--- src/include/plc_map.vh ---
// Register map, field layout and reset values of the logic datapath cell
`ifndef PLC_MAP_VH
`define PLC_MAP_VH

// ----------------------------------------------------------------
// Register addresses (byte wide, 8-bit address)
// ----------------------------------------------------------------
`define PLC_ADDR_ACC0 8'h00
`define PLC_ADDR_ACC1 8'h01
`define PLC_ADDR_OPR0 8'h02
`define PLC_ADDR_OPR1 8'h03
`define PLC_ADDR_QUE0 8'h04
`define PLC_ADDR_QUE1 8'h05
`define PLC_ADDR_QCTL 8'h06
`define PLC_ADDR_QSTAT 8'h07
`define PLC_ADDR_MASK 8'h08
`define PLC_ADDR_CCTL 8'h09
`define PLC_ADDR_STORE 8'h10
`define PLC_ADDR_PLA0 8'h40
`define PLC_ADDR_PLA1 8'h80

// ----------------------------------------------------------------
// Sizes
// ----------------------------------------------------------------
`define PLC_STORE_BYTES 16
`define PLC_PLA_BYTES 40
`define PLC_PLA_OR_BASE 32
`define PLC_PLA_REG_SEL 36
`define PLC_QUE_DEPTH 4

// ----------------------------------------------------------------
// Configuration word fields
// ----------------------------------------------------------------
`define PLC_CW_FUNC 2:0
`define PLC_CW_SRCA 3
`define PLC_CW_SRCB 5:4
`define PLC_CW_SHIFT 7:6
`define PLC_CW_MASK_EN 8
`define PLC_CW_ACC0_WR 10:9
`define PLC_CW_ACC1_WR 12:11
`define PLC_CW_OPR0_LD 13
`define PLC_CW_OPR1_LD 14
`define PLC_CW_CAPTURE 15

// ALU functions
`define PLC_FN_INC 3'h0
`define PLC_FN_DEC 3'h1
`define PLC_FN_ADD 3'h2
`define PLC_FN_SUB 3'h3
`define PLC_FN_AND 3'h4
`define PLC_FN_OR 3'h5
`define PLC_FN_XOR 3'h6
`define PLC_FN_PASS 3'h7

// Shifter modes
`define PLC_SH_NONE 2'h0
`define PLC_SH_LEFT 2'h1
`define PLC_SH_RIGHT 2'h2
`define PLC_SH_SWAP 2'h3

// Accumulator write sources
`define PLC_AW_HOLD 2'h0
`define PLC_AW_ALU 2'h1
`define PLC_AW_QUE 2'h2

// Queue control bits: direction (1 = output) and capture source (1 = ALU)
`define PLC_QCTL_DIR0 0
`define PLC_QCTL_DIR1 1
`define PLC_QCTL_SRC0 2
`define PLC_QCTL_SRC1 3

// Compare control bits
`define PLC_CCTL_LESS0 0
`define PLC_CCTL_LESS1 1
`define PLC_CCTL_ACC1 2

// Reset values
`define PLC_RST_BYTE 8'h00
`define PLC_RST_WORD 16'h0000

`endif

--- src/hdl/plc_cell.v ---
// Configurable logic cell: two sum-of-products arrays and a byte datapath
//
// Contract
// RULE1 - Two independent sum-of-products arrays sit beside the datapath.
// RULE2 - Array inputs from routing; outputs registered or combinational.
// RULE3 - Each array has 12 inputs shared by eight product terms.
// RULE4 - Each term ANDs 1 to 12 inputs, true or inverted per input.
// RULE5 - Each output ORs a programmable choice of up to 8 terms.
// RULE6 - Every output OR gate has the same eight-term width.
// RULE7 - Any array input or output is interchangeable with any other.
// RULE8 - Eight-bit ALU, one operation per clock, with compare and conditions.
// RULE9 - Conditions: two compares, two zero, two all-ones, one overflow.
// RULE10 - Configuration store of eight 16-bit words selects each operation.
// RULE11 - Accumulators are ALU sources, ALU destinations and compare sources.
// RULE12 - Operand registers feed ALU and compares, never written by ALU.
// RULE13 - Each of two byte queues holds up to four entries.
// RULE14 - Queues load operands or accumulators; capture accumulator or ALU.
// RULE15 - Bus reads and writes all six working registers during operation; an input queue reads as zero and an output queue drops bus writes.
// RULE16 - Bus reaches every datapath register, configuration store included.
// RULE17 - Store address comes from routed inputs, changing every cycle.
// RULE18 - ALU: inc, dec, add, sub, and, or, xor, pass; shift, swap, mask.
// RULE19 - Each queue is either bus-written input or bus-read output buffer.
// RULE20 - Registered state updates on the cell clock, cleared by reset.
`timescale 1ns/1ps
`include "plc_map.vh"

module plc_cell (
  // Clock and reset
  input wire SYS_CLK,
  input wire NRST,
  // System bus register port
  input wire BUS_WR,
  input wire BUS_RD,
  input wire [7:0] BUS_ADDR,
  input wire [7:0] BUS_WDATA,
  output reg [7:0] BUS_RDATA,
  // Logic array routing
  input wire [11:0] PLA0_IN,
  input wire [11:0] PLA1_IN,
  output reg [3:0] PLA0_OUT,
  output reg [3:0] PLA1_OUT,
  // Datapath routing
  input wire [2:0] CFG_SEL,
  input wire SHIFT_IN,
  output reg SHIFT_OUT,
  output reg [6:0] COND,
  output reg [3:0] QUE_FLAGS
);

  // ----------------------------------------------------------------
  // Storage
  // ----------------------------------------------------------------
  reg [7:0] acc0, acc1, opr0, opr1, mask, qctl, cctl;
  reg [7:0] store [0:`PLC_STORE_BYTES-1];
  reg [7:0] pla_cfg [0:2*`PLC_PLA_BYTES-1];
  reg [3:0] pla_q0, pla_q1;
  integer i;

  wire bus_acc0 = BUS_ADDR == `PLC_ADDR_ACC0;
  wire bus_acc1 = BUS_ADDR == `PLC_ADDR_ACC1;
  wire bus_opr0 = BUS_ADDR == `PLC_ADDR_OPR0;
  wire bus_opr1 = BUS_ADDR == `PLC_ADDR_OPR1;
  wire bus_que0 = BUS_ADDR == `PLC_ADDR_QUE0;
  wire bus_que1 = BUS_ADDR == `PLC_ADDR_QUE1;
  wire bus_store = BUS_ADDR[7:4] == `PLC_ADDR_STORE >> 4;
  wire bus_pla = (BUS_ADDR[7:6] == 2'h1 || BUS_ADDR[7:6] == 2'h2) &&
                 BUS_ADDR[5:0] < `PLC_PLA_BYTES;
  wire [6:0] pla_idx = BUS_ADDR[7] ? BUS_ADDR[6:0] - 7'h58 :
                                     BUS_ADDR[6:0] - 7'h40;

  // ----------------------------------------------------------------
  // Sum-of-products arrays
  // ----------------------------------------------------------------
  // Term is live only if at least one literal is enabled
  function pterm;
    input [11:0] in;
    input [11:0] t_en;
    input [11:0] c_en;
    begin
      pterm = (|(t_en | c_en)) & (&(~t_en | in)) & // RULE4
              (&(~c_en | ~in));
    end
  endfunction

  wire [23:0] pla_in = {PLA1_IN, PLA0_IN};
  wire [15:0] term;
  wire [7:0] sop;

  genvar p, t, o;
  generate
    for (p = 0; p < 2; p = p + 1) begin : g_pla // RULE1
      for (t = 0; t < 8; t = t + 1) begin : g_term
        // Every term sees all 12 inputs
        assign term[p*8+t] = pterm(pla_in[p*12 +: 12], // RULE3
          {pla_cfg[p*40+t*4+1][3:0], pla_cfg[p*40+t*4]},
          {pla_cfg[p*40+t*4+3][3:0], pla_cfg[p*40+t*4+2]});
      end
      for (o = 0; o < 4; o = o + 1) begin : g_out
        // Same eight-wide OR per output keeps outputs swappable
        assign sop[p*4+o] = |(term[p*8 +: 8] & // RULE5 RULE6 RULE7
                              pla_cfg[p*40+`PLC_PLA_OR_BASE+o]);
      end
    end
  endgenerate

  // Combinational mode bypasses the flop; output mux is unavoidable here
  always @* begin
    PLA0_OUT = (pla_q0 & pla_cfg[`PLC_PLA_REG_SEL][3:0]) |
               (sop[3:0] & ~pla_cfg[`PLC_PLA_REG_SEL][3:0]); // RULE2
    PLA1_OUT = (pla_q1 & pla_cfg[`PLC_PLA_BYTES+`PLC_PLA_REG_SEL][3:0]) |
               (sop[7:4] & ~pla_cfg[`PLC_PLA_BYTES+`PLC_PLA_REG_SEL][3:0]);
  end

  // ----------------------------------------------------------------
  // Configuration word and ALU
  // ----------------------------------------------------------------
  wire [15:0] cw = {store[{CFG_SEL, 1'b1}], // RULE17 RULE10
                    store[{CFG_SEL, 1'b0}]};
  wire [7:0] op_a = cw[`PLC_CW_SRCA] ? acc1 : acc0; // RULE11
  reg [7:0] op_b;
  reg [8:0] alu;
  reg ovf;
  reg [7:0] shifted;
  reg next_so;
  wire [7:0] alu_out = cw[`PLC_CW_MASK_EN] ? (shifted | mask) : shifted;

  always @* begin
    case (cw[`PLC_CW_SRCB])
      2'h0: op_b = opr0; // RULE12
      2'h1: op_b = opr1;
      2'h2: op_b = acc0;
      default: op_b = acc1;
    endcase
  end

  always @* begin
    ovf = 1'b0;
    case (cw[`PLC_CW_FUNC]) // RULE8 RULE18
      `PLC_FN_INC: begin
        alu = {1'b0, op_a} + 9'h001;
        ovf = op_a == 8'h7f;
      end
      `PLC_FN_DEC: begin
        alu = {1'b0, op_a} - 9'h001;
        ovf = op_a == 8'h80;
      end
      `PLC_FN_ADD: begin
        alu = {1'b0, op_a} + {1'b0, op_b};
        ovf = (op_a[7] == op_b[7]) && (alu[7] != op_a[7]);
      end
      `PLC_FN_SUB: begin
        alu = {1'b0, op_a} - {1'b0, op_b};
        ovf = (op_a[7] != op_b[7]) && (alu[7] != op_a[7]);
      end
      `PLC_FN_AND: alu = {1'b0, op_a & op_b};
      `PLC_FN_OR: alu = {1'b0, op_a | op_b};
      `PLC_FN_XOR: alu = {1'b0, op_a ^ op_b};
      default: alu = {1'b0, op_a};
    endcase
  end

  always @* begin
    next_so = 1'b0;
    case (cw[`PLC_CW_SHIFT]) // RULE18
      `PLC_SH_LEFT: begin
        shifted = {alu[6:0], SHIFT_IN};
        next_so = alu[7];
      end
      `PLC_SH_RIGHT: begin
        shifted = {SHIFT_IN, alu[7:1]};
        next_so = alu[0];
      end
      `PLC_SH_SWAP: shifted = {alu[3:0], alu[7:4]};
      default: shifted = alu[7:0];
    endcase
  end

  // ----------------------------------------------------------------
  // Byte queues
  // ----------------------------------------------------------------
  wire [15:0] que_head;
  wire [1:0] que_empty, que_full;
  wire [1:0] que_dir = {qctl[`PLC_QCTL_DIR1], qctl[`PLC_QCTL_DIR0]};
  wire [1:0] bus_que_wr = {BUS_WR & bus_que1, BUS_WR & bus_que0};
  wire [1:0] bus_que_rd = {BUS_RD & bus_que1, BUS_RD & bus_que0};
  wire [1:0] int_pop = {
    cw[`PLC_CW_OPR1_LD] | (cw[`PLC_CW_ACC1_WR] == `PLC_AW_QUE),
    cw[`PLC_CW_OPR0_LD] | (cw[`PLC_CW_ACC0_WR] == `PLC_AW_QUE)};
  wire [1:0] que_take = ~que_dir & int_pop & ~que_empty;
  wire [7:0] cap0 = qctl[`PLC_QCTL_SRC0] ? alu_out : acc0;
  wire [7:0] cap1 = qctl[`PLC_QCTL_SRC1] ? alu_out : acc1;

  generate
    for (p = 0; p < 2; p = p + 1) begin : g_que
      reg [7:0] mem [0:`PLC_QUE_DEPTH-1]; // RULE13
      reg [1:0] wp, rp;
      reg [2:0] cnt;
      integer j;
      // Direction picks which side pushes and which side pops
      wire push = (que_dir[p] ? cw[`PLC_CW_CAPTURE] : bus_que_wr[p]) & // RULE19
                  ~que_full[p];
      wire pop = (que_dir[p] ? bus_que_rd[p] : que_take[p]) & ~que_empty[p];
      wire [7:0] din = que_dir[p] ? (p ? cap1 : cap0) : BUS_WDATA; // RULE14
      assign que_head[p*8 +: 8] = mem[rp];
      assign que_empty[p] = cnt == 3'h0;
      assign que_full[p] = cnt == `PLC_QUE_DEPTH;
      always @(posedge SYS_CLK or negedge NRST) begin
        if (!NRST) begin
          wp <= 2'h0; // RULE20
          rp <= 2'h0;
          cnt <= 3'h0;
          for (j = 0; j < `PLC_QUE_DEPTH; j = j + 1)
            mem[j] <= `PLC_RST_BYTE;
        end else begin
          if (push) begin
            mem[wp] <= din;
            wp <= wp + 2'h1;
          end
          if (pop)
            rp <= rp + 2'h1;
          if (push && !pop)
            cnt <= cnt + 3'h1;
          else if (pop && !push)
            cnt <= cnt - 3'h1;
        end
      end
    end
  endgenerate

  // ----------------------------------------------------------------
  // Conditions
  // ----------------------------------------------------------------
  wire [7:0] cmp1_a = cctl[`PLC_CCTL_ACC1] ? acc0 : acc1;
  wire cmp0 = cctl[`PLC_CCTL_LESS0] ? acc0 < opr0 : acc0 == opr0;
  wire cmp1 = cctl[`PLC_CCTL_LESS1] ? cmp1_a < opr1 : cmp1_a == opr1;

  // ----------------------------------------------------------------
  // Working registers, bus port and outputs
  // ----------------------------------------------------------------
  reg [7:0] next_rdata;

  always @* begin
    next_rdata = 8'h00;
    if (bus_acc0) next_rdata = acc0; // RULE15
    else if (bus_acc1) next_rdata = acc1;
    else if (bus_opr0) next_rdata = opr0;
    else if (bus_opr1) next_rdata = opr1;
    else if (bus_que0) next_rdata = que_dir[0] ? que_head[7:0] : 8'h00;
    else if (bus_que1) next_rdata = que_dir[1] ? que_head[15:8] : 8'h00;
    else if (BUS_ADDR == `PLC_ADDR_QCTL) next_rdata = {4'h0, qctl[3:0]};
    else if (BUS_ADDR == `PLC_ADDR_QSTAT)
      next_rdata = {4'h0, que_full[1], que_empty[1],
                    que_full[0], que_empty[0]};
    else if (BUS_ADDR == `PLC_ADDR_MASK) next_rdata = mask;
    else if (BUS_ADDR == `PLC_ADDR_CCTL) next_rdata = {5'h00, cctl[2:0]};
    else if (bus_store) next_rdata = store[BUS_ADDR[3:0]]; // RULE16
    else if (bus_pla) next_rdata = pla_cfg[pla_idx];
  end

  always @(posedge SYS_CLK or negedge NRST) begin
    if (!NRST) begin
      acc0 <= `PLC_RST_BYTE; // RULE20
      acc1 <= `PLC_RST_BYTE;
      opr0 <= `PLC_RST_BYTE;
      opr1 <= `PLC_RST_BYTE;
      mask <= `PLC_RST_BYTE;
      qctl <= `PLC_RST_BYTE;
      cctl <= `PLC_RST_BYTE;
      for (i = 0; i < `PLC_STORE_BYTES; i = i + 1)
        store[i] <= `PLC_RST_BYTE;
      for (i = 0; i < 2*`PLC_PLA_BYTES; i = i + 1)
        pla_cfg[i] <= `PLC_RST_BYTE;
      pla_q0 <= 4'h0;
      pla_q1 <= 4'h0;
      BUS_RDATA <= `PLC_RST_BYTE;
      SHIFT_OUT <= 1'b0;
      COND <= 7'h00;
      QUE_FLAGS <= 4'h0;
    end else begin
      pla_q0 <= sop[3:0]; // RULE2
      pla_q1 <= sop[7:4];
      // Datapath writes; a bus write in the same cycle wins below
      case (cw[`PLC_CW_ACC0_WR]) // RULE11 RULE14
        `PLC_AW_ALU: acc0 <= alu_out;
        `PLC_AW_QUE: if (que_take[0]) acc0 <= que_head[7:0];
        default: acc0 <= acc0;
      endcase
      case (cw[`PLC_CW_ACC1_WR])
        `PLC_AW_ALU: acc1 <= alu_out;
        `PLC_AW_QUE: if (que_take[1]) acc1 <= que_head[15:8];
        default: acc1 <= acc1;
      endcase
      if (cw[`PLC_CW_OPR0_LD] && que_take[0]) opr0 <= que_head[7:0]; // RULE12
      if (cw[`PLC_CW_OPR1_LD] && que_take[1]) opr1 <= que_head[15:8];
      if (BUS_WR) begin
        if (bus_acc0) acc0 <= BUS_WDATA; // RULE15
        if (bus_acc1) acc1 <= BUS_WDATA;
        if (bus_opr0) opr0 <= BUS_WDATA;
        if (bus_opr1) opr1 <= BUS_WDATA;
        if (BUS_ADDR == `PLC_ADDR_QCTL) qctl <= BUS_WDATA;
        if (BUS_ADDR == `PLC_ADDR_MASK) mask <= BUS_WDATA;
        if (BUS_ADDR == `PLC_ADDR_CCTL) cctl <= BUS_WDATA;
        if (bus_store) store[BUS_ADDR[3:0]] <= BUS_WDATA; // RULE16
        if (bus_pla) pla_cfg[pla_idx] <= BUS_WDATA;
      end
      if (BUS_RD)
        BUS_RDATA <= next_rdata;
      SHIFT_OUT <= next_so;
      // Conditions lag the registers by one clock
      COND <= {ovf, &acc1, &acc0, acc1 == 8'h00, acc0 == 8'h00, // RULE9
               cmp1, cmp0};
      QUE_FLAGS <= {que_full[1], que_empty[1], que_full[0], que_empty[0]};
    end
  end

endmodule // plc_cell

--- config.mk ---
export PLATFORM = sky130hd
export DESIGN_NAME = plc_cell
export DESIGN_NICKNAME = d
export VERILOG_FILES = /design/src/hdl/plc_cell.v
export VERILOG_INCLUDE_DIRS = /design/src /design/src/include
export SDC_FILE = /design/constraint.sdc
export NUM_CORES = 2
export LEC_CHECK = 0
export ABC_AREA = 1
export BUFFER_PORTS_ARGS = -buffer_cell sky130_fd_sc_hd__buf_2
export CORE_AREA = 3 3 372 374
export CTS_CLUSTER_DIAMETER = 40
export DETAILED_ROUTE_END_ITERATION = 10
export DIE_AREA = 0 0 375 377
export RECOVER_POWER = 25
export SLEW_MARGIN = 10
export SYNTH_ARGS = -nofsm -noshare
export SYNTH_HDL_FRONTEND = slang
export SYNTH_SLANG_ARGS = --single-unit
export TNS_END_PERCENT = 5
--- constraint.sdc ---
create_clock -name SYS_CLK -period 5.9 [get_ports SYS_CLK]
set_input_delay 0.295 -clock SYS_CLK [delete_from_list [all_inputs] [get_ports SYS_CLK]]
set_output_delay 0.295 -clock SYS_CLK [all_outputs]
set_load 0.01 [all_outputs]
## Yosys cells after proc, flatten, opt, wreduce, memory -nomap -nowiden

Index checks and enable logic that the tools add are counted.

| operators by class | value |
|---|---|
| add/subtract/negate cells | 14 |
| order comparisons | 15 |
| equality and inequality tests | 37 |
| muxes and demuxes | 81 |
| bitwise logic cells | 160 |
| reduce and logical (&&, ||, !) cells | 90 |

Operator list:

| cell | count |
|---|---|
| $bwmux W640 | 1 |
| $or A12 B12 Y12 | 48 |
| $not A12 Y12 | 34 |
| $mux W8 | 49 |
| $reduce_and A12 Y1 | 32 |
| $reduce_or A12 Y1 | 16 |
| $bwmux W128 | 1 |
| $bmux W8 S4 | 3 |
| $and A8 B8 Y8 | 9 |
| $bwmux W32 | 2 |
| $reduce_or A8 Y1 | 8 |
| $bmux W8 S7 | 1 |
| $demux W8 S7 | 1 |
| $pmux W8 S7 | 1 |
| $pmux W8 S3 | 2 |
| $and A1 B1 Y1 | 40 |
| $bmux W8 S2 | 2 |
| $demux W8 S2 | 2 |
| $demux W8 S4 | 1 |
| $eq A8 B3 Y1 const B | 4 |
| $pmux W8 S2 | 2 |
| $logic_not A8 Y1 | 3 |
| $and A4 B4 Y4 | 4 |
| $eq A8 B2 Y1 const B | 2 |
| other kinds (53) | 129 |

| word-level totals | value |
|---|---|
| register bits after elaboration | 921 |
| output and inout port bits | 28 |
| logic and storage cells | 520 |

## Longest topological paths before layout

| depth | value |
|---|---|
| depth in word-level cells | 18 |
| depth in mapped cells | 34 |

## Least setup slack after synthesis

OpenSTA, ideal clock, no wires.

| path | value |
|---|---|
| path type | input to register |
| from | input CFG_SEL[0] |
| to | register g_que[0].mem[14] in the netlist's numbering |
| arrival time | 4053 ps |
| data required time | 5783 ps |
| slack | 1730 ps |
| cell stages on the path | 30 |
| cells stage by stage | buf_4 -> buf_6 -> buf_2 -> buf_2 -> a21oi_1 -> o21ai_0 -> o211ai_1 -> nand2_1 -> inv_1 -> nor2_1 -> inv_1 -> o221ai_1 -> o21ai_0 -> inv_1 -> ha_1 -> o31ai_1 -> nand4_1 -> nand2_1 -> xor2_1 -> nor2_1 -> nor2_1 -> nand3_2 -> nand3_1 -> nand3_1 -> nand2_1 -> nand2_2 -> o21ai_1 -> nand2_1 -> nand2_1 -> nand2_1 |

| on the way | value |
|---|---|
| word-level cells in the longest chain between the ends | 14 |
| elaborated cells on any way between the ends | 39 |

RTL lines:

| element | RTL line | RTL |
|---|---|---|
| from (decl) | plc_cell.v:43 | `input wire [2:0] CFG_SEL,` |
| $not A4 Y5 (implied by the code) | plc_cell.v:118 | `store[{CFG_SEL, 1'b0}]};` |
| $bmux W8 S4 | plc_cell.v:118 |  |
| $mux W8 (implied by the code) (2 in a row) | plc_cell.v:118 |  |
| $eq A2 B2 Y1 (tied with other cells) | plc_cell.v:128 | `` case (cw[`PLC_CW_SRCB]) `` |
| $pmux W8 S3 | plc_cell.v:128 |  |
| $sub A8 B8 Y8 (tied with other cells) | plc_cell.v:152 | `alu = {1'b0, op_a} - {1'b0, op_b};` |
| $pmux W8 S7 | plc_cell.v:138 | `` case (cw[`PLC_CW_FUNC]) `` |
| $pmux W8 S3 | plc_cell.v:164 | `` case (cw[`PLC_CW_SHIFT]) `` |
| $or A8 B8 Y8 | plc_cell.v:125 | `` wire [7:0] alu_out = cw[`PLC_CW_MASK_EN] ? (shifted \| mask) : shifted; `` |
| $mux W8 | plc_cell.v:125 |  |
| $mux W8 | plc_cell.v:190 | `` wire [7:0] cap0 = qctl[`PLC_QCTL_SRC0] ? alu_out : acc0; `` |
| $mux W8 | plc_cell.v:203 | `wire [7:0] din = que_dir[p] ? (p ? cap1 : cap0) : BUS_WDATA;` |
| $bwmux W32 | plc_cell.v:216 | `mem[wp] <= din;` |
| to (signal, indexed assignment) | plc_cell.v:213 | `` mem[j] <= `PLC_RST_BYTE; `` |
| to (signal, indexed assignment) | plc_cell.v:216 |  |
| to (decl) | plc_cell.v:195 | `` reg [7:0] mem [0:`PLC_QUE_DEPTH-1]; `` |

Several ways; a longest one is shown, not always the timed one. The select of a mux whose other input is x is not followed.
A chain may end at the register's enable or synchronous reset.

## Worst setup path in the final report

| path | value |
|---|---|
| from | register store[92] in the netlist's numbering |
| to | register g_que[1].mem[23] in the netlist's numbering |

| on the way | value |
|---|---|
| word-level cells in the longest chain between the ends | 13 |
| elaborated cells on any way between the ends | 19 |

RTL lines:

| element | RTL line | RTL |
|---|---|---|
| from (decl) | plc_cell.v:54 | `` reg [7:0] store [0:`PLC_STORE_BYTES-1]; `` |
| from (signal, indexed assignment) | plc_cell.v:270 | `` store[i] <= `PLC_RST_BYTE; `` |
| $bmux W8 S4 (*) | plc_cell.v:118 |  |
| $mux W8 (implied by the code) (*) (2 in a row) | plc_cell.v:118 |  |
| $eq A2 B2 Y1 (tied with other cells) | plc_cell.v:128 |  |
| $pmux W8 S3 (*) | plc_cell.v:128 |  |
| $sub A8 B8 Y8 (tied with other cells) | plc_cell.v:152 |  |
| $pmux W8 S7 (*) | plc_cell.v:138 |  |
| $pmux W8 S3 (*) | plc_cell.v:164 |  |
| $or A8 B8 Y8 | plc_cell.v:125 |  |
| $mux W8 (*) | plc_cell.v:125 |  |
| $mux W8 (*) | plc_cell.v:191 | `` wire [7:0] cap1 = qctl[`PLC_QCTL_SRC1] ? alu_out : acc1; `` |
| $mux W8 (*) | plc_cell.v:203 |  |
| $bwmux W32 (*) | plc_cell.v:216 |  |
| to (signal, indexed assignment) | plc_cell.v:213 |  |
| to (signal, indexed assignment) | plc_cell.v:216 |  |
| to (decl) | plc_cell.v:195 |  |

Mark *: on every way between the ends. The rest lies on a longest branch, timed or not. The select of a mux whose other input is x is not followed.

==> impl_metrics.toml <==
[outcome]
status = "complete, but fails checks"
violations = "capacitance limit, slew limit"

[sta]
finalSetupTns_ps = 0
min_period_ps = 5094
fmax_ghz = 0.1963
fin_crit_sh = 0.8633
hold_ws_ps = 31.71
maxSlewHeadroom = -1.064
rsz0062_at_grt = "no"
finClkSkew_ps = 55.73
setup_slack_ps = 806.4
final-setup-viol-count = 0
drv_slew = 367
hold_viol = 0
tightest_slew_ps = 3096

[cts]
cts_tree = "yes"
worstSkewPairLatency_ps = 810
post_cts_resized = 0
cts_hold_buffers = 11
postCtsSetupBuffers = 0
numCtsBuffers = 157
root_buffer = "clkbuf_16"
clk_pin_slew_ps = 60
max-clock-path-buffers = 3
cts_num_sinks = 921
cts.htree.levels = 4

[global_routing]
grt_pass1_vias = 46524
grt_first_pass_wirelength_mm = 304.6
grt_use_total = 0.2828
antenna_found_initial = 8
grt_max_degree = 161
grt_overflow = 0

[run]
maxCapViolations = 4

[floorplan]
core-area_um2 = 135300
start_util = 0.3701
fp-row-count = 135
io_pins = 76
die_y_um = 377
die-area_um2 = 141400
fp.dieW_um = 375

[drt]
ant_nets = 0
wl_mm = 203.1
drt_iter0_drc = 6730
num_vias = 49691
post_drt_wl_per_cell_um = 23.69
first_pass_iters = 8
vias_per_cell = 5.796
drc = 0

[pwr]
power_mw = 21.24
leakage_nw = 25.84
power.density_nw_per_um2 = 367.8
vdd_drop_max_mv = 0.3318

[cells_and_area]
area_growth_pct = 15.33
final_area_um2 = 57760
drive_gt1_frac = 0.07765
seq_area_um2 = 23050
multi_input_area_um2 = 23570
nets = 6774
fillers = 13715

[placement]
place_area_um2 = 51930
place_hpwl_mm = 133.2
place_ws_ps = 460.6
globalplace.congestion = 0.9413
port_buffers = 75

[synth]
synth_cells = 6719
synthFlopType = "dfrtp_1"
ys_async_sr_fraction = 1.000
yosysWarnings = 0
ys_types = 66
syn-num-nets = 6837
synth-edff-count = 0
syn_avg_cell_area_um2 = 7.454
yosysSeqAreaShare = 0.4602
synth.largest_area_cell = "dfrtp_1"
ys_seq_elements = 921
synth_area_um2 = 50080
synth_top_area_frac = 0.4602
synth_area_leaders = "dfrtp_1 46%, nand2_1 17%, o21ai_0 11%"

[worst_setup_path]
r2r_cells = 25
start_kind = "flop"
crit_type = "reg2reg"
cp.arrival_ps = 5760
cp.required_ps = 6570
endpoint_kind = "flop"
cp_max_fo = 9

[worst_hold_path]
hp-class = "in2async"
## final cells by class
| type | count | share of cell area |
|---|---|---|
| repair buffers | 163 | 0.02067 |
| inverters | 511 | 0.03360 |
| diodes | 5 | 0.0002166 |
| clock buffers | 185 | 0.07246 |
| clock inverters | 105 | 0.02736 |
| flip-flops and latches | 921 | 0.3990 |
| multi-input cells | 4902 | 0.4081 |
| well taps | 1781 | 0.03858 |
## cells in the final DEF (no fill, tap or decap), drive strengths merged, types with 3 or more instances in the layout
| cell type | count |
|---|---|
| a2111oi | 7 |
| or2 | 11 |
| clkinvlp | 19 |
| a22o | 14 |
| clkinv | 53 |
| nor4 | 103 |
| nand3 | 245 |
| inv | 520 |
| bufinv | 24 |
| o22ai | 98 |
| o21a | 6 |
| xor2 | 18 |
| o31ai | 3 |
| diode | 5 |
| a22oi | 81 |
| o2111ai | 28 |
| nand3b | 12 |
| fa | 5 |
| xnor2 | 3 |
| nor3 | 30 |
| o211ai | 50 |
| dlygate4sd3 | 11 |
| o21ai | 1156 |
| nand2 | 2265 |
| a21oi | 193 |
| a221oi | 32 |
| o221ai | 22 |
| clkbuf | 192 |
| and2 | 3 |
| buf | 145 |
| nor2 | 317 |
| nand4 | 105 |
| dfrtp | 921 |
| ha | 65 |
| o21bai | 3 |
| a211oi | 4 |
## synthesized netlist by cell type, drive strengths merged, types with 2 or more instances
library cell,count
o22ai,98
nor3,30
fa,5
dfrtp,921
a21oi,193
nand4,105
xor2,18
and2,3
a22oi,81
nor4,103
a31oi,2
or4,2
a21o,2
o2111ai,28
nand3,245
clkinv,16
or2,11
nor2,317
and3,2
o21bai,3
a32oi,2
buf,115
o21a,6
a211oi,4
nor3b,2
xnor2,3
a221oi,32
a221o,2
nand2,2265
o221ai,22
inv,495
o31ai,3
o211ai,50
mux2,2
clkbuf,270
a22o,14
nand3b,12
o21ai,1156
a2111oi,7
ha,65
## per-layer routing
layer / GRT usage / share of wire / vias up
li1: - / - / 22361
met1: 0.3821 / 0.41 / 23845
met2: 0.4191 / 0.43 / 2847
met3: 0.07640 / 0.11 / 632
met4: 0.1362 / 0.049 / 6
met5: 0 / 0.00026 / -
## power by group
group	switching, mW	internal [mW]	leakage [nW]
registers	0.588	6.87	12.7
clock network	3.63	6.25	2.75
logic	2.79	1.11	10.4
total	7.01	14.2	25.8
## per-stage QoR
step,util,cells
5_1_grt,0.4268,8569
3_5_place_dp,0.3838,8267
2_1_floorplan,-,6719
3_3_place_gp,0.3838,8267
6_report,0.4269,8573
4_1_cts,0.4272,8568
## sequential cells by signal, indices dropped and copies added, names as in the netlist
register   count
cctl           3
g_que.wp       4
pla_q1         4
mask           8
g_que.rp       4
g_que.mem     64
acc0           8
SHIFT_OUT      1
opr1           8
pla_cfg      640
COND           7
qctl           4
g_que.cnt      6
opr0           8
store        128
BUS_RDATA      8
QUE_FLAGS      4
pla_q0         4
acc1           8
## critical path: stages, from the launching register on
cell	delay, ps
dfrtp_1	450
o21ai_0	190
o211ai_1	120
nand2_1	220
inv_1	170
nor2_1	210
inv_1	130
o221ai_1	220
o21ai_0	280
inv_1	190
ha_1	270
o31ai_1	550
xor2_1	200
inv_1	50
o21ai_0	150
o211ai_1	130
nor2_1	100
nand2_1	180
nand3_1	120
nand3_1	80
nand2_1	60
nand3_1	340
nor2_1	240
o22ai_2	120
nand2_1	100
nand2_1	60
## kinds of logic after synthesis
family                   after synthesis  synth area share
buffers and inverters                896           0.07005
AO/OA/AOI/OAI                       1711            0.1918
multiplexers                           2         0.0004497
adder cells (fa/ha/maj)               70           0.01824
flip-flops                           921            0.4602
AND/OR/NAND/NOR                     3098            0.2553
XOR/XNOR                              21          0.003973
## worst paths after layout
| check | startpoint | slack, ps | endpoint |
|---|---|---|---|
| worst max-delay path | store[92]$_DFFE_PN0P_ | 810 | g_que[1].mem[23]$_DFFE_PN0P_ |
| max in group asynchronous | NRST | 2320 | pla_cfg[440]$_DFFE_PN0P_ |
| worst max register to register | store[92]$_DFFE_PN0P_ | 810 | g_que[1].mem[23]$_DFFE_PN0P_ |
| worst min register to register | g_que[0].mem[15]$_DFFE_PN0P_ | 470 | g_que[0].mem[15]$_DFFE_PN0P_ |
| worst min-delay path | NRST | 30 | pla_cfg[218]$_DFFE_PN0P_ |
| min in group SYS_CLK | BUS_ADDR[5] | 190 | cctl[1]$_DFFE_PN0P_ |
Note: power is estimated with default switching activity, not from simulation.
